$ cat src/rtl/ssq_pkg.sv
// Notes on behaviour
// - low battery comparator low pulls flag low
// - wall present: run from supply, open usb
// - power good low on wall or usb
// - no supply draw below supply threshold
// - usb switch needs usb, no suspend, no wall
// - current select high 500ma, default 100ma
// - suspend disables usb, low bias draw
// - peripheral rail 0.8ms after core good
// - card rail 0.5ms after core good
// - key low turns device on
// - key status output follows key
// - hold high turns on, undriven low
// - mode low forces pwm, high allows skipping
// - usb or wall power forces pwm
// - pwm forced during 262ms start delay
// - reset low until 262ms after rails good
// - rail loss pulls reset low
// - reset low at power off
// - fixed order internal, core, card, peripheral
package ssq_pkg;
    localparam int unsigned CLK_HZ = 25000000;
    // ------------------------------------------------------------
    // delays
    // ------------------------------------------------------------
    localparam int unsigned PERIPH_DELAY_US = 800;
    localparam int unsigned CARD_DELAY_US = 500;
    localparam int unsigned RESET_DELAY_MS = 262;
    localparam int unsigned PERIPH_CYCLES = PERIPH_DELAY_US * (CLK_HZ / 1000000);
    localparam int unsigned CARD_CYCLES = CARD_DELAY_US * (CLK_HZ / 1000000);
    localparam int unsigned RESET_CYCLES = RESET_DELAY_MS * (CLK_HZ / 1000);
    localparam int unsigned CNT_W = 24;
    // ------------------------------------------------------------
    // wishbone register map (byte addresses)
    // ------------------------------------------------------------
    localparam logic [3:0] ADDR_STATUS = 4'h0;
    localparam logic [3:0] ADDR_CTRL = 4'h4;
    localparam logic [31:0] CTRL_RESET = 32'h00000000;
    localparam int unsigned CTRL_FORCE_OFF = 0;
    typedef enum logic [2:0] {
        SSQ_OFF, SSQ_INT_UP, SSQ_CORE_UP, SSQ_RAILS_UP, SSQ_RUN
    } ssq_state_e;
endpackage

$ cat src/rtl/ssq_sequencer.sv
`timescale 1ns/1ns
`default_nettype none
module ssq_sequencer #(
    parameter int unsigned PERIPH_CYC = ssq_pkg::PERIPH_CYCLES,
    parameter int unsigned CARD_CYC = ssq_pkg::CARD_CYCLES,
    parameter int unsigned RESET_CYC = ssq_pkg::RESET_CYCLES
) (
    input wire logic clk_i,
    input wire logic rst_i,
    input wire logic low_batt_sense_i,
    input wire logic wall_sense_i,
    input wire logic usb_above_4v_i,
    input wire logic ext_supply_in_i,
    input wire logic suspend_i,
    input wire logic usb_high_current_sel_i,
    input wire logic power_key_n_i,
    input wire logic power_hold_i,
    input wire logic mode_i,
    input wire logic internal_rail_good_i,
    input wire logic core_feedback_good_i,
    input wire logic peripheral_rail_good_i,
    input wire logic [3:0] wb_adr_i,
    input wire logic [31:0] wb_dat_i,
    input wire logic [3:0] wb_sel_i,
    input wire logic wb_we_i,
    input wire logic wb_cyc_i,
    input wire logic wb_stb_i,
    output logic [31:0] wb_dat_o,
    output logic wb_ack_o,
    output logic low_batt_flag_n_oe_o,
    output logic ext_power_good_n_oe_o,
    output logic key_status_n_oe_o,
    output logic reset_n_oe_o,
    output logic ext_supply_draw_o,
    output logic usb_switch_on_o,
    output logic usb_500ma_o,
    output logic usb_suspend_o,
    output logic internal_rail_en_o,
    output logic core_rail_en_o,
    output logic peripheral_rail_en_o,
    output logic card_rail_en_o,
    output logic force_pwm_o
);
    // ------------------------------------------------------------
    // source selection
    // ------------------------------------------------------------
    // open-drain enables are low while the pin is pulled down
    wire usb_ok = usb_above_4v_i && !suspend_i;
    wire src_ok = ext_supply_in_i;
    wire on_request = !power_key_n_i || power_hold_i;
    wire next_usb_switch = usb_ok && !wall_sense_i;
    wire ext_powered = wall_sense_i || next_usb_switch;
    localparam int CNT_W_L = ssq_pkg::CNT_W;
    logic [31:0] ctrl;
    logic [CNT_W_L-1:0] cnt;
    ssq_pkg::ssq_state_e state;
    logic reset_done;
    wire force_off = ctrl[ssq_pkg::CTRL_FORCE_OFF];
    wire want_on = on_request && !force_off;
    wire rails_good = internal_rail_good_i && core_feedback_good_i;
    wire per_due = cnt >= CNT_W_L'(PERIPH_CYC);
    wire card_due = cnt >= CNT_W_L'(CARD_CYC);
    wire rst_due = cnt >= CNT_W_L'(RESET_CYC);

    always_ff @(posedge clk_i) begin
        if (rst_i) begin
            low_batt_flag_n_oe_o <= 1'b1;
        end else begin
            low_batt_flag_n_oe_o <= low_batt_sense_i;
        end
    end

    always_ff @(posedge clk_i) begin
        if (rst_i) begin
            ext_power_good_n_oe_o <= 1'b1;
        end else begin
            ext_power_good_n_oe_o <= !(wall_sense_i || usb_ok);
        end
    end

    always_ff @(posedge clk_i) begin
        if (rst_i) begin
            key_status_n_oe_o <= 1'b1;
        end else begin
            key_status_n_oe_o <= power_key_n_i;
        end
    end

    // no draw from the supply pin until its detector says it is up
    always_ff @(posedge clk_i) begin
        if (rst_i) begin
            ext_supply_draw_o <= 1'b0;
        end else begin
            ext_supply_draw_o <= src_ok && ext_powered;
        end
    end

    always_ff @(posedge clk_i) begin
        if (rst_i) begin
            usb_switch_on_o <= 1'b0;
        end else begin
            usb_switch_on_o <= next_usb_switch;
        end
    end

    // low current is the safe default until usb is usable
    always_ff @(posedge clk_i) begin
        if (rst_i) begin
            usb_500ma_o <= 1'b0;
        end else begin
            usb_500ma_o <= usb_high_current_sel_i && usb_ok;
        end
    end

    always_ff @(posedge clk_i) begin
        if (rst_i) begin
            usb_suspend_o <= 1'b0;
        end else begin
            usb_suspend_o <= suspend_i;
        end
    end

    // ------------------------------------------------------------
    // power sequencing
    // ------------------------------------------------------------
    // core loss pulls reset low and reruns the reset delay; rails stay enabled
    always_ff @(posedge clk_i) begin
        if (rst_i) begin
            state <= ssq_pkg::SSQ_OFF;
            cnt <= '0;
            internal_rail_en_o <= 1'b0;
            core_rail_en_o <= 1'b0;
            peripheral_rail_en_o <= 1'b0;
            card_rail_en_o <= 1'b0;
            reset_n_oe_o <= 1'b0;
            reset_done <= 1'b0;
            force_pwm_o <= 1'b1;
        end else begin
            force_pwm_o <= !mode_i || ext_powered || !reset_done;
            case (state)
                ssq_pkg::SSQ_OFF: begin
                    reset_n_oe_o <= 1'b0;
                    reset_done <= 1'b0;
                    cnt <= '0;
                    internal_rail_en_o <= 1'b0;
                    core_rail_en_o <= 1'b0;
                    peripheral_rail_en_o <= 1'b0;
                    card_rail_en_o <= 1'b0;
                    if (want_on && (src_ok || !ext_powered)) begin
                        internal_rail_en_o <= 1'b1;
                        state <= ssq_pkg::SSQ_INT_UP;
                    end
                end
                ssq_pkg::SSQ_INT_UP: begin
                    if (!want_on) begin
                        state <= ssq_pkg::SSQ_OFF;
                    end else if (internal_rail_good_i) begin
                        core_rail_en_o <= 1'b1;
                        state <= ssq_pkg::SSQ_CORE_UP;
                    end
                end
                ssq_pkg::SSQ_CORE_UP: begin
                    if (!want_on) begin
                        state <= ssq_pkg::SSQ_OFF;
                    end else if (core_feedback_good_i) begin
                        cnt <= cnt + CNT_W_L'(1);
                        if (card_due) begin
                            card_rail_en_o <= 1'b1;
                        end
                        if (per_due) begin
                            peripheral_rail_en_o <= 1'b1;
                            cnt <= '0;
                            state <= ssq_pkg::SSQ_RAILS_UP;
                        end
                    end else begin
                        cnt <= '0;
                    end
                end
                ssq_pkg::SSQ_RAILS_UP, ssq_pkg::SSQ_RUN: begin
                    card_rail_en_o <= 1'b1;
                    if (!want_on) begin
                        state <= ssq_pkg::SSQ_OFF;
                    end else if (!(rails_good && peripheral_rail_good_i)) begin
                        reset_n_oe_o <= 1'b0;
                        cnt <= '0;
                        state <= ssq_pkg::SSQ_RAILS_UP;
                    end else if (state == ssq_pkg::SSQ_RAILS_UP) begin
                        cnt <= cnt + CNT_W_L'(1);
                        if (rst_due) begin
                            reset_n_oe_o <= 1'b1;
                            reset_done <= 1'b1;
                            state <= ssq_pkg::SSQ_RUN;
                        end
                    end
                end
                default: state <= ssq_pkg::SSQ_OFF;
            endcase
        end
    end

    // ------------------------------------------------------------
    // wishbone slave
    // ------------------------------------------------------------
    wire wb_req = wb_cyc_i && wb_stb_i && !wb_ack_o;
    wire hit_ctrl = wb_adr_i == ssq_pkg::ADDR_CTRL;
    wire hit_stat = wb_adr_i == ssq_pkg::ADDR_STATUS;
    wire [31:0] status_word = {22'h000000, reset_done, state, usb_switch_on_o, ext_supply_draw_o,
                               card_rail_en_o, peripheral_rail_en_o, core_rail_en_o, internal_rail_en_o};
    wire [31:0] rd_word = hit_stat ? status_word : (hit_ctrl ? ctrl : 32'h00000000);
    always_ff @(posedge clk_i) begin
        if (rst_i) begin
            ctrl <= ssq_pkg::CTRL_RESET;
            wb_ack_o <= 1'b0;
            wb_dat_o <= 32'h00000000;
        end else begin
            wb_ack_o <= wb_req;
            wb_dat_o <= rd_word;
            if (wb_req && wb_we_i && hit_ctrl && wb_sel_i[0]) begin
                ctrl[7:0] <= wb_dat_i[7:0];
            end
        end
    end
endmodule
`default_nettype wire

$ cat config.mk
export PLATFORM = sky130hd
export DESIGN_NAME = ssq_sequencer
export DESIGN_NICKNAME = d
export VERILOG_FILES = /design/src/rtl/ssq_pkg.sv /design/src/rtl/ssq_sequencer.sv
export SDC_FILE = /design/constraint.sdc
export NUM_CORES = 1
export LEC_CHECK = 0
export BUFFER_PORTS_ARGS = -buffer_cell sky130_fd_sc_hd__buf_2
export CAP_MARGIN = 10
export CORE_ASPECT_RATIO = 1.5
export CORE_MARGIN = 2
export CORE_UTILIZATION = 27
export DETAILED_ROUTE_END_ITERATION = 16
export SYNTH_ARGS = -nofsm -noshare
export SYNTH_HDL_FRONTEND = slang
export SYNTH_SLANG_ARGS = --single-unit
$ cat constraint.sdc
create_clock -name clk_i -period 2.8 [get_ports clk_i]
set_clock_uncertainty 0.05 [all_clocks]
set_input_delay 0.28 -clock clk_i [delete_from_list [all_inputs] [get_ports clk_i]]
set_output_delay 0.28 -clock clk_i [all_outputs]
set_load 0.01 [all_outputs]
==> impl_metrics.yaml, run 1 <==
status:
  outcome: "completed"
floorplanning:
  core-area_mm2: 0.0109
  row_count: 47
  io_pins: 103
  die_h_um: 133
  start_util_pct: 27.4
  die-width_um: 89.7
  fp.dieArea_mm2: 0.0119
cts:
  cts.root.buffer_cell: "clkbuf_16"
  clock_latency_ns: 0.33
  numCtsBuffers: 9
  cts_resized: 0
  cts.sink_count: 60
  h-tree-depth: 3
  cts_setup_buffers: 0
  cts_buffer_depth: 2
  cts_tree: "yes"
  cts.clk_slew.worst_paths_ns: 0.05
  cts_hold_buf: 0
synthesis:
  syn_area_mm2: 0.00298
  synth-async-reset-ratio_pct: 0
  yosysSeqAreaShare_pct: 40.4
  synth_edf_count: 0
  synth_cells: 341
  ys_seq_elements: 60
  syn_area_per_cell_um2: 8.73
  ys_warn_count: 0
  synth-main-ff-cell: "dfxtp_1"
  synth.distinct_cells: 66
sta:
  finalSetupViolCount: 0
  setup-tns-final_ns: 0
  fin_ws_ns: 0.517
  worst_pin_slew_ns: 0.683
  min_period_over_period_pct: 81.5
  final_hold_viol_count: 0
  grt_setup_unrepaired: "no"
  slew_headroom_pct: 54.1
  slew_violations: 0
  fmaxAchievable_ghz: 0.438
  period_needed_ns: 2.28
worst_setup_path:
  required_ns: 3.01
  cp.arrival_ns: 2.50
  cp_max_fo: 14
  crit_path_max_incr_delay_ns: 0.61
  crit_chain: "and2b_2 > and4_2 > a41oi_2 > or2_1 > or3_1 > o21ai_2"
  crit_slowest_cell: "dfxtp_1"
  critPathTopFamily: "simple AND/OR/NAND/NOR gates"
  crit_path_start_kind: "register"
  path_buf_inv: 0
  end_kind: "register"
  crit_type: "register to register"
layout:
  layout.nets: 452
  antenna_cells: 0
  fillers: 1128
  areaGrowthSynthToFinish_pct: 21.9
  drive_above_1_share_pct: 23.4
power:
  peakVddDrop_uv: 244
  p_leak_uw: 0.00143
  powerDensity_mw_per_mm2: 752
placement:
  portBuffers: 53
  dp.final_hpwl_um: 5340
  place.gp.congestion: 0.801
  pre_cts_ws_ns: 0.532
global_routing:
  grt.overflow.total: 0
  grt_start_max_net_pins: 19
  grt_pass1_vias: 2491
  track_usage_pct: 12.3
  antenna_found_initial: 0
  grt_pass1_wl_um: 11700
drt:
  firstDrtPassIters: 5
  num_vias: 2545
  wirelength_um: 7010
  ant_nets: 0
  drt_iter0_markers: 147
  routedWlPerCell_um: 12.9
  drc: 0
  via_per_inst: 4.67
worst_hold_path:
  hold_path_class: "input port to register"
run:
  cap_violations: 0
==> flip-flops by register name, indices dropped and copies added, names as in the netlist <==
signal                 flops
card_rail_en_o             1
usb_switch_on_o            1
reset_done                 1
force_pwm_o                1
usb_suspend_o              1
low_batt_flag_n_oe_o       1
wb_ack_o                   1
ctrl                       8
cnt                       24
core_rail_en_o             1
ext_power_good_n_oe_o      1
reset_n_oe_o               1
peripheral_rail_en_o       1
internal_rail_en_o         1
ext_supply_draw_o          1
wb_dat_o                  10
usb_500ma_o                1
key_status_n_oe_o          1
state                      3
==> worst reg2reg max path, delay by kind of cell (launching register included) <==
| family | cells | cell delay, ns |
|---|---|---|
| DFF | 1 | 0.61 |
| and+or+nand+nor | 4 | 1.33 |
| AOI/OAI and AO/OA | 2 | 0.23 |
==> report_power, final <==
group	total (µW)	switching (µW)	internal, µW
clock	1220	371	847
combinational	552	341	211
sequential	960	64.6	896
total	2730	776	1950
==> placed cells by master (no fill, tap or decap), types with 12 or more instances in the layout <==
master   netlist  layout
mux2i_1       17      17
nand2_1       18      18
nor3_1        12      12
inv_1         12      12
dfxtp_1       60      60
conb_1         1      22
xor2_1        14      14
nor2_1        46      46
buf_2          1      53
==> logic make-up (layout without fill, tap and decap cells) <==
| group | count (synthesis) | count (layout) | synth area share (%) |
|---|---|---|---|
| mux | 18 | 18 | 6.09 |
| flops | 60 | 60 | 40.4 |
| buf+inv | 48 | 84 | 9.37 |
| compound gates | 57 | 57 | 14.0 |
| xor+xnor | 14 | 14 | 4.12 |
| other cells | 1 | 22 | 0.126 |
| fa+ha+maj | 2 | 2 | 0.841 |
| simple gates | 141 | 141 | 25.1 |
==> metrics by stage <==
stage / instances / hold slack (ns) / total power, µW / utilization (%) / instance area (µm²)
final: 545 / 0.0827 / 2730 / 33.4 / 3630
after global routing: 545 / 0.0887 / 2870 / 33.4 / 3630
after CTS: 545 / 0.0701 / 2750 / 33.4 / 3630
after detailed placement: 529 / 0.361 / 1530 / 30.3 / 3290
after global placement: 529 / 0.351 / 1520 / 30.3 / 3290
after floorplan: 362 / 0.309 / 1390 / - / 3060
==> Yosys cell counts, types with 2 or more instances <==
| master | count | area (µm²) |
|---|---|---|
| mux2i_1 | 17 | 170 |
| nand3b_1 | 2 | 15.0 |
| a21oi_1 | 11 | 55.1 |
| inv_1 | 12 | 45.0 |
| buf_6 | 2 | 22.5 |
| or3_1 | 2 | 12.5 |
| nand3_1 | 11 | 55.1 |
| nand4_1 | 11 | 68.8 |
| nor3b_1 | 4 | 30.0 |
| nor4_1 | 5 | 31.3 |
| a21o_1 | 4 | 30.0 |
| buf_4 | 22 | 165 |
| o211ai_1 | 2 | 15.0 |
| and3_2 | 3 | 22.5 |
| nand2b_1 | 2 | 12.5 |
| o21ai_0 | 11 | 55.1 |
| o21a_1 | 4 | 30.0 |
| a2111oi_0 | 2 | 17.5 |
| nand2_1 | 18 | 67.6 |
| a211oi_1 | 2 | 15.0 |
| dfxtp_1 | 60 | 1200 |
| nor2b_1 | 4 | 25.0 |
| xor2_1 | 14 | 123 |
| nor2_1 | 46 | 173 |
| clkbuf_1 | 10 | 37.5 |
| ha_1 | 2 | 25.0 |
| or2_2 | 3 | 18.8 |
| and4_1 | 5 | 43.8 |
| o21ai_1 | 2 | 10.0 |
| nor3_1 | 12 | 60.1 |
==> per-layer routing <==
layer  track usage, %  wire (µm)  share of wire (%)  vias up
li1                 -          -                  -     1273
met1             11.1       2570                 37     1190
met2             23.9       3930                 56       70
met3             3.13        316                4.5       12
met4             8.03        195                2.8        0
met5                0          0                  0        -
==> final timing paths <==
kind / slack, ns / to / startpoint / cells past startpoint
worst min register to register: 0.36 / force_pwm_o / reset_done / 1
worst max-delay path: 0.52 / cnt[16] / state[1] / 6
worst min-delay path: 0.08 / low_batt_flag_n_oe_o / low_batt_sense_i / 2
worst max register to register: 0.52 / cnt[16] / state[1] / 6
==> layout make-up <==
| cell class | instances | area, µm² | share of cell area (%) |
|---|---|---|---|
| clock inverters | 4 | 70.1 | 1.93 |
| clock buffers | 12 | 267 | 7.34 |
| multi-input cells | 254 | 1580 | 43.4 |
| flip-flops and latches | 60 | 1200 | 33.1 |
| inverters | 12 | 45.0 | 1.24 |
| well taps | 147 | 184 | 5.07 |
| repair buffers | 56 | 288 | 7.93 |
Power figures use the tool's default switching activity.
==> run 2: changes to the inputs <==
clock period = 1.96 ns   (was 2.8 ns; I/O delays follow)
==> impl_metrics.yaml, run 2 (synthesized netlist as in run 1, its figures left out) <==
global_routing:
  use_met1_pct: 11.9
  use_met3_pct: 4.10
  grt.overflow.total: 0
  grt_pass1_wl_um: 12900
  grt_util_met2_pct: 27.1
  grt_start_max_net_pins: 19
  grt.busiest_layer: "met2"
  grt_pass1_vias: 2813
  antenna_found_initial: 0
  track_usage_pct: 13.4
sta:
  fmaxAchievable_ghz: 0.503
  slew_violations: 0
  finalSetupViolCount: 2
  min_period_over_period_pct: 101
  worst_pin_slew_ns: 0.722
  period_needed_ns: 1.99
  fin_ws_ns: -0.0289
  final_hold_viol_count: 0
  slew_headroom_pct: 51.4
  setup-tns-final_ns: -0.0447
  grt_setup_unrepaired: "yes"
worst_hold_path:
  hp-start: "mode_i"
  min_path_cells: 2
  min_to: "force_pwm_o"
  hold_path_class: "input port to register"
cts:
  h-tree-depth: 3
  numCtsBuffers: 9
  cts_tree: "yes"
  clock_latency_ns: 0.33
  cts.sink_count: 60
  cts.root.buffer_cell: "clkbuf_16"
  cts.clk_slew.worst_paths_ns: 0.05
  cts_buffer_depth: 2
floorplanning:
  row_count: 47
  die-width_um: 89.7
  io_pins: 103
  core-area_mm2: 0.0109
  fp.dieArea_mm2: 0.0119
  die_h_um: 133
  start_util_pct: 27.4
placement:
  dpl-instance-area_mm2: 0.00361
  pre_cts_ws_ns: -0.0961
  dp_cells: 571
  dp.final_hpwl_um: 5890
  place.gp.congestion: 0.807
  portBuffers: 53
worst_setup_path:
  rr_startpoint: "cnt[8]"
  cp.arrival_ns: 2.14
  path_buf_inv: 4
  cp_max_fo: 3
  r2r_slack_ns: -0.03
  critPathTopFamily: "compound AO/OA/AOI/OAI gates"
  rr_worst_depth: 9
  crit_path_max_incr_delay_ns: 0.44
  cpMostUsedCell: "buf_6"
  crit_chain: "buf_6 > and4_1 > a2111o_1 > a311oi_2 > buf_4 > buf_6 > inv_2 > a21oi_2 > a211oi_2"
  worstReg2RegEnd: "reset_n_oe_o"
  crit_path_start_kind: "register"
  crit_slowest_cell: "a2111o_1"
  end_kind: "register"
  crit_type: "register to register"
  required_ns: 2.12
drt:
  via_per_inst: 4.67
  wirelength_um: 7860
  ant_nets: 0
  firstDrtPassIters: 4
  num_vias: 2753
  drt_iter0_markers: 110
  drc: 0
  routedWlPerCell_um: 13.3
power:
  p_leak_uw: 0.00165
  swShare_pct: 30.9
  clockPowerShare_pct: 38.0
  peakVddDrop_uv: 398
  fin_total_pwr_uw: 3760
  internal-power_uw: 2600
  p_comb_share_pct: 26.2
  power.switching_uw: 1160
  powerDensity_mw_per_mm2: 935
  seqPwrFrac_pct: 35.8
status:
  outcome: "complete, but fails checks"
  violations: "setup timing"
layout:
  fin_cells: 590
  drive_above_1_share_pct: 34.5
  multi_input_area_mm2: 0.00167
  design_area_mm2: 0.00402
  largestRegisters: "cnt: 24 flops, wb_dat_o: 10 flops, ctrl: 8 flops"
  final_common_cell: "dfxtp_1"
  regMostFlops: "cnt"
  areaGrowthSynthToFinish_pct: 35.2
  final_cell_mix: "dfxtp_1, buf_2, nor2_1"
  antenna_cells: 0
  layout.nets: 498
  largest_reg_flops: 24
  regArea_mm2: 0.00121
  fillers: 1128
run:
  cap_violations: 0
-- run 2: cell types whose count changed in the layout (fill, tap and decap cells not counted), sizes merged --
| cell | before | now |
|---|---|---|
| buf | 56 | 101 |
| bufinv | 2 | 0 |
| clkbuf | 12 | 13 |
| dlygate4sd3 | 0 | 1 |
-- run 2: cell type report --
class                           count  share of cell area (%)
Multi-Input combinational cell    254                    41.4
Sequential cell                    60                    30.0
Timing Repair Buffer              102                    16.2
Clock buffer                       13                    6.47
Tap cell                          147                    4.57
Inverter                           12                    1.12
Clock inverter                      2                   0.249
-- run 2: how the worst max path moves through the flow --
stage / start / end / slack, ns / cells after the start
finish: cnt[8] / reset_n_oe_o / -0.03 / 9
global route: cnt[8] / reset_n_oe_o / -0.11 / 9
CTS: cnt[8] / state[2] / -0.02 / 8
detailed placement: cnt[19] / cnt[18] / -0.1 / 6
global placement: cnt[19] / cnt[17] / -0.05 / 6
floorplan: cnt[8] / cnt[16] / -0.01 / 7
-- run 2: stage by stage --
step                hold WS (ns)  utilization (%)
floorplan                  0.225                -
global placement           0.328             33.2
detailed placement         0.331             33.2
CTS                      0.00432             36.0
global route             0.00948             37.0
finish                    0.0132             37.0
-- run 2: repair_timing --
action                                 in CTS  in global routing
hold buffers                                1                  0
endpoints found under the hold margin       1                  0
setup buffers                               0                  3
pin swaps                                   0                  6
setup endpoints to repair                   9                 15
resized for setup                           4                 22
-- run 2: power by group through the flow --
stage | sequential, µW | clock [µW] | combinational [µW]
after detailed placement | 1370 | 0 | 938
after global routing | 1350 | 1520 | 1080
after floorplan | 1360 | 0 | 630
after CTS | 1340 | 1470 | 952
after global placement | 1370 | 0 | 921
final | 1350 | 1430 | 986
-- run 2: layer usage --
layer,share of wire (%),up-vias
met1,37,1302
li1,-,1358
met5,0,-
met3,4.6,16
met2,56,77
met4,2.3,0
==> run 3: changes to the inputs <==
ABC_AREA = 1   (was default)
==> impl_metrics.yaml, run 3 <==
run:
  cap_violations: 0
synthesis:
  syn_area_mm2: 0.00325
  synth_xor_area_share_pct: 1.61
  synth_commonest_cells: "nand2_1, nor2_1, dfxtp_1, inv_1, nand3_1"
  synth_edf_count: 0
  synth_top_area_cell: "dfxtp_1"
  synth-compound-area-share_pct: 11.5
  synth_top_cell_area_share_pct: 36.9
  synth-async-reset-ratio_pct: 0
  synth-main-ff-cell: "dfxtp_1"
  synth_adder_area_share_pct: 0.769
  syn_area_per_cell_um2: 6.71
  ys_seq_elements: 60
  synth.most_common_cell: "nand2_1"
  yosys-top-cells-area: "dfxtp_1, nand2_1, nor2_1, inv_1, nand3_1"
  synth_cells: 485
  synth_top_family_by_area: "simple AND/OR/NAND/NOR gates"
  synth-simple-area-share_pct: 35.4
  yosysSeqAreaShare_pct: 36.9
  synth.distinct_cells: 35
  muxShareOfSynthArea_pct: 0
  ys_warn_count: 0
worst_setup_path:
  cp-endpoint: "cnt[14]"
  required_ns: 2.16
  crit_start: "cnt[1]"
  rr_startpoint: "cnt[1]"
  worstReg2RegEnd: "cnt[14]"
  crit_path_start_kind: "register"
  end_kind: "register"
  crit_type: "register to register"
  cp_max_fo: 5
  rr_worst_depth: 9
  cp.arrival_ns: 1.99
  r2r_slack_ns: 0.17
sta:
  min_period_over_period_pct: 91.1
  final_hold_viol_count: 0
  slew_violations: 0
  grt_setup_unrepaired: "no"
  setup-tns-final_ns: 0
  period_needed_ns: 1.79
  fmaxAchievable_ghz: 0.560
  hold_ws_ns: 0.0115
  finalSetupViolCount: 0
layout:
  fin_cells: 714
  final_cell_mix: "nand2_1, nor2_1, inv_1"
  fillers: 1280
  layout.nets: 615
  drive_above_1_share_pct: 19.1
  largest_reg_flops: 24
  areaGrowthSynthToFinish_pct: 24.0
  antenna_cells: 0
  largestRegisters: "cnt: 24 flops, wb_dat_o: 10 flops, ctrl: 8 flops"
  regMostFlops: "cnt"
  final_common_cell: "nand2_1"
cts:
  cts_tree: "yes"
  cts.clk_slew.worst_paths_ns: 0.05
  h-tree-depth: 3
  cts.sink_count: 60
  cts_buffer_depth: 2
  clock_latency_ns: 0.33
  numCtsBuffers: 9
  cts.root.buffer_cell: "clkbuf_16"
worst_hold_path:
  hp-start: "mode_i"
  hold_path_class: "input port to register"
placement:
  dp.final_hpwl_um: 6540
  dp_cells: 692
  portBuffers: 53
  place.gp.congestion: 0.909
power:
  p_comb_share_pct: 25.9
  peakVddDrop_uv: 691
  clockPowerShare_pct: 41.6
  swShare_pct: 31.7
  power.switching_uw: 1310
  seqPwrFrac_pct: 32.5
  internal-power_uw: 2820
  powerDensity_mw_per_mm2: 1020
  p_leak_uw: 0.00178
global_routing:
  grt_pass1_vias: 3123
  antenna_found_initial: 0
  track_usage_pct: 13.7
  grt_pass1_wl_um: 14000
  grt_start_max_net_pins: 24
  grt.overflow.total: 0
drt:
  num_vias: 3235
  via_per_inst: 4.53
  drt_iter0_markers: 175
  wirelength_um: 8600
  routedWlPerCell_um: 12.0
  firstDrtPassIters: 4
  drc: 0
  ant_nets: 0
floorplanning:
  core-area_mm2: 0.0119
  fp.dieArea_mm2: 0.0130
  row_count: 49
  die_h_um: 138
  io_pins: 103
  die-width_um: 93.6
  start_util_pct: 27.4
status:
  outcome: "completed"
-- run 3: cell types whose count changed in the layout (fill, tap and decap cells not counted), sizes merged, moves of 5 or more --
cell   previous run  this run
a21oi            12        30
and4              6         0
buf             101        68
inv              12        61
mux2i            17         0
nand2            18       116
nand3            12        39
nor2             47        76
nor4              6         0
o21ai            14        28
o22ai             1         6
xor2             14         4
-- run 3: layout make-up --
cell class                      instances  area, µm²  share of cell area [%]
Timing Repair Buffer                   70        398                    9.86
Sequential cell                        60       1200                    29.8
Clock inverter                          6       87.6                    2.17
Inverter                               61        229                    5.67
Multi-Input combinational cell        354       1690                    41.8
Clock buffer                           10        239                    5.92
Tap cell                              153        191                    4.74
-- run 3: worst max-delay path, stage by stage, from the launching register on --
cell,delay [ns]
dfxtp_1,0.37
ha_1,0.22
nand3_1,0.16
inv_1,0.09
nand2_1,0.15
nor2_1,0.22
nand2_1,0.07
o21bai_1,0.14
nand2_1,0.06
nor3_1,0.18
-- run 3: kinds of logic (layout without fill, tap and decap cells) --
family | Yosys count | in the layout
AOI/OAI and AO/OA | 68 | 68
xor gates and xnor gates | 6 | 6
adders and majority gates | 2 | 2
buffers and inverters | 92 | 147
DFF | 60 | 60
other | 1 | 22
and+or+nand+nor | 256 | 256
-- run 3: timing repair --
action                                 CTS  global route
setup endpoints to repair                0             2
hold buffers                             2             0
setup buffers                            0             4
endpoints found under the hold margin    2             0
resized for setup                        0             2
-- run 3: layer usage --
metal  vias to the layer above  track usage (%)  wire length [µm]  part of all wire [%]
li1                       1652                -                 -                     -
met1                      1457             14.2              3470                    40
met2                        98             24.4              4400                    51
met3                        28             3.22               370                   4.3
met4                         0             8.39               356                   4.1
met5                         -                0                 0                     0
-- run 3: power by group through the flow --
stage	Sequential, µW	Combinational (µW)	Clock [µW]
finish	1340	1070	1710
global route	1350	1170	1800
CTS	1340	992	1740
detailed placement	1360	987	0
global placement	1360	979	0
floorplan	1380	715	0
-- run 3: how the worst min path moves through the flow --
| stage | to | slack [ns] | depth (start not counted) |
|---|---|---|---|
| after detailed placement | usb_switch_on_o | 0.33 | 2 |
| after floorplan | usb_switch_on_o | 0.23 | 1 |
| final | force_pwm_o | 0.01 | 2 |
| after global placement | low_batt_flag_n_oe_o | 0.33 | 2 |
| after CTS | force_pwm_o | 0.003 | 2 |
| after global routing | force_pwm_o | 0.01 | 2 |
-- run 3: stage by stage --
step / setup slack (ns) / util, % / power [µW] / cell area, µm²
6_report: 0.175 / 33.9 / 4120 / 4040
5_1_grt: 0.000736 / 33.9 / 4310 / 4040
4_1_cts: 0.104 / 33.7 / 4070 / 4000
3_5_place_dp: 0.113 / 30.7 / 2350 / 3660
3_3_place_gp: 0.166 / 30.7 / 2340 / 3660
2_1_floorplan: 0.425 / - / 2090 / 3330
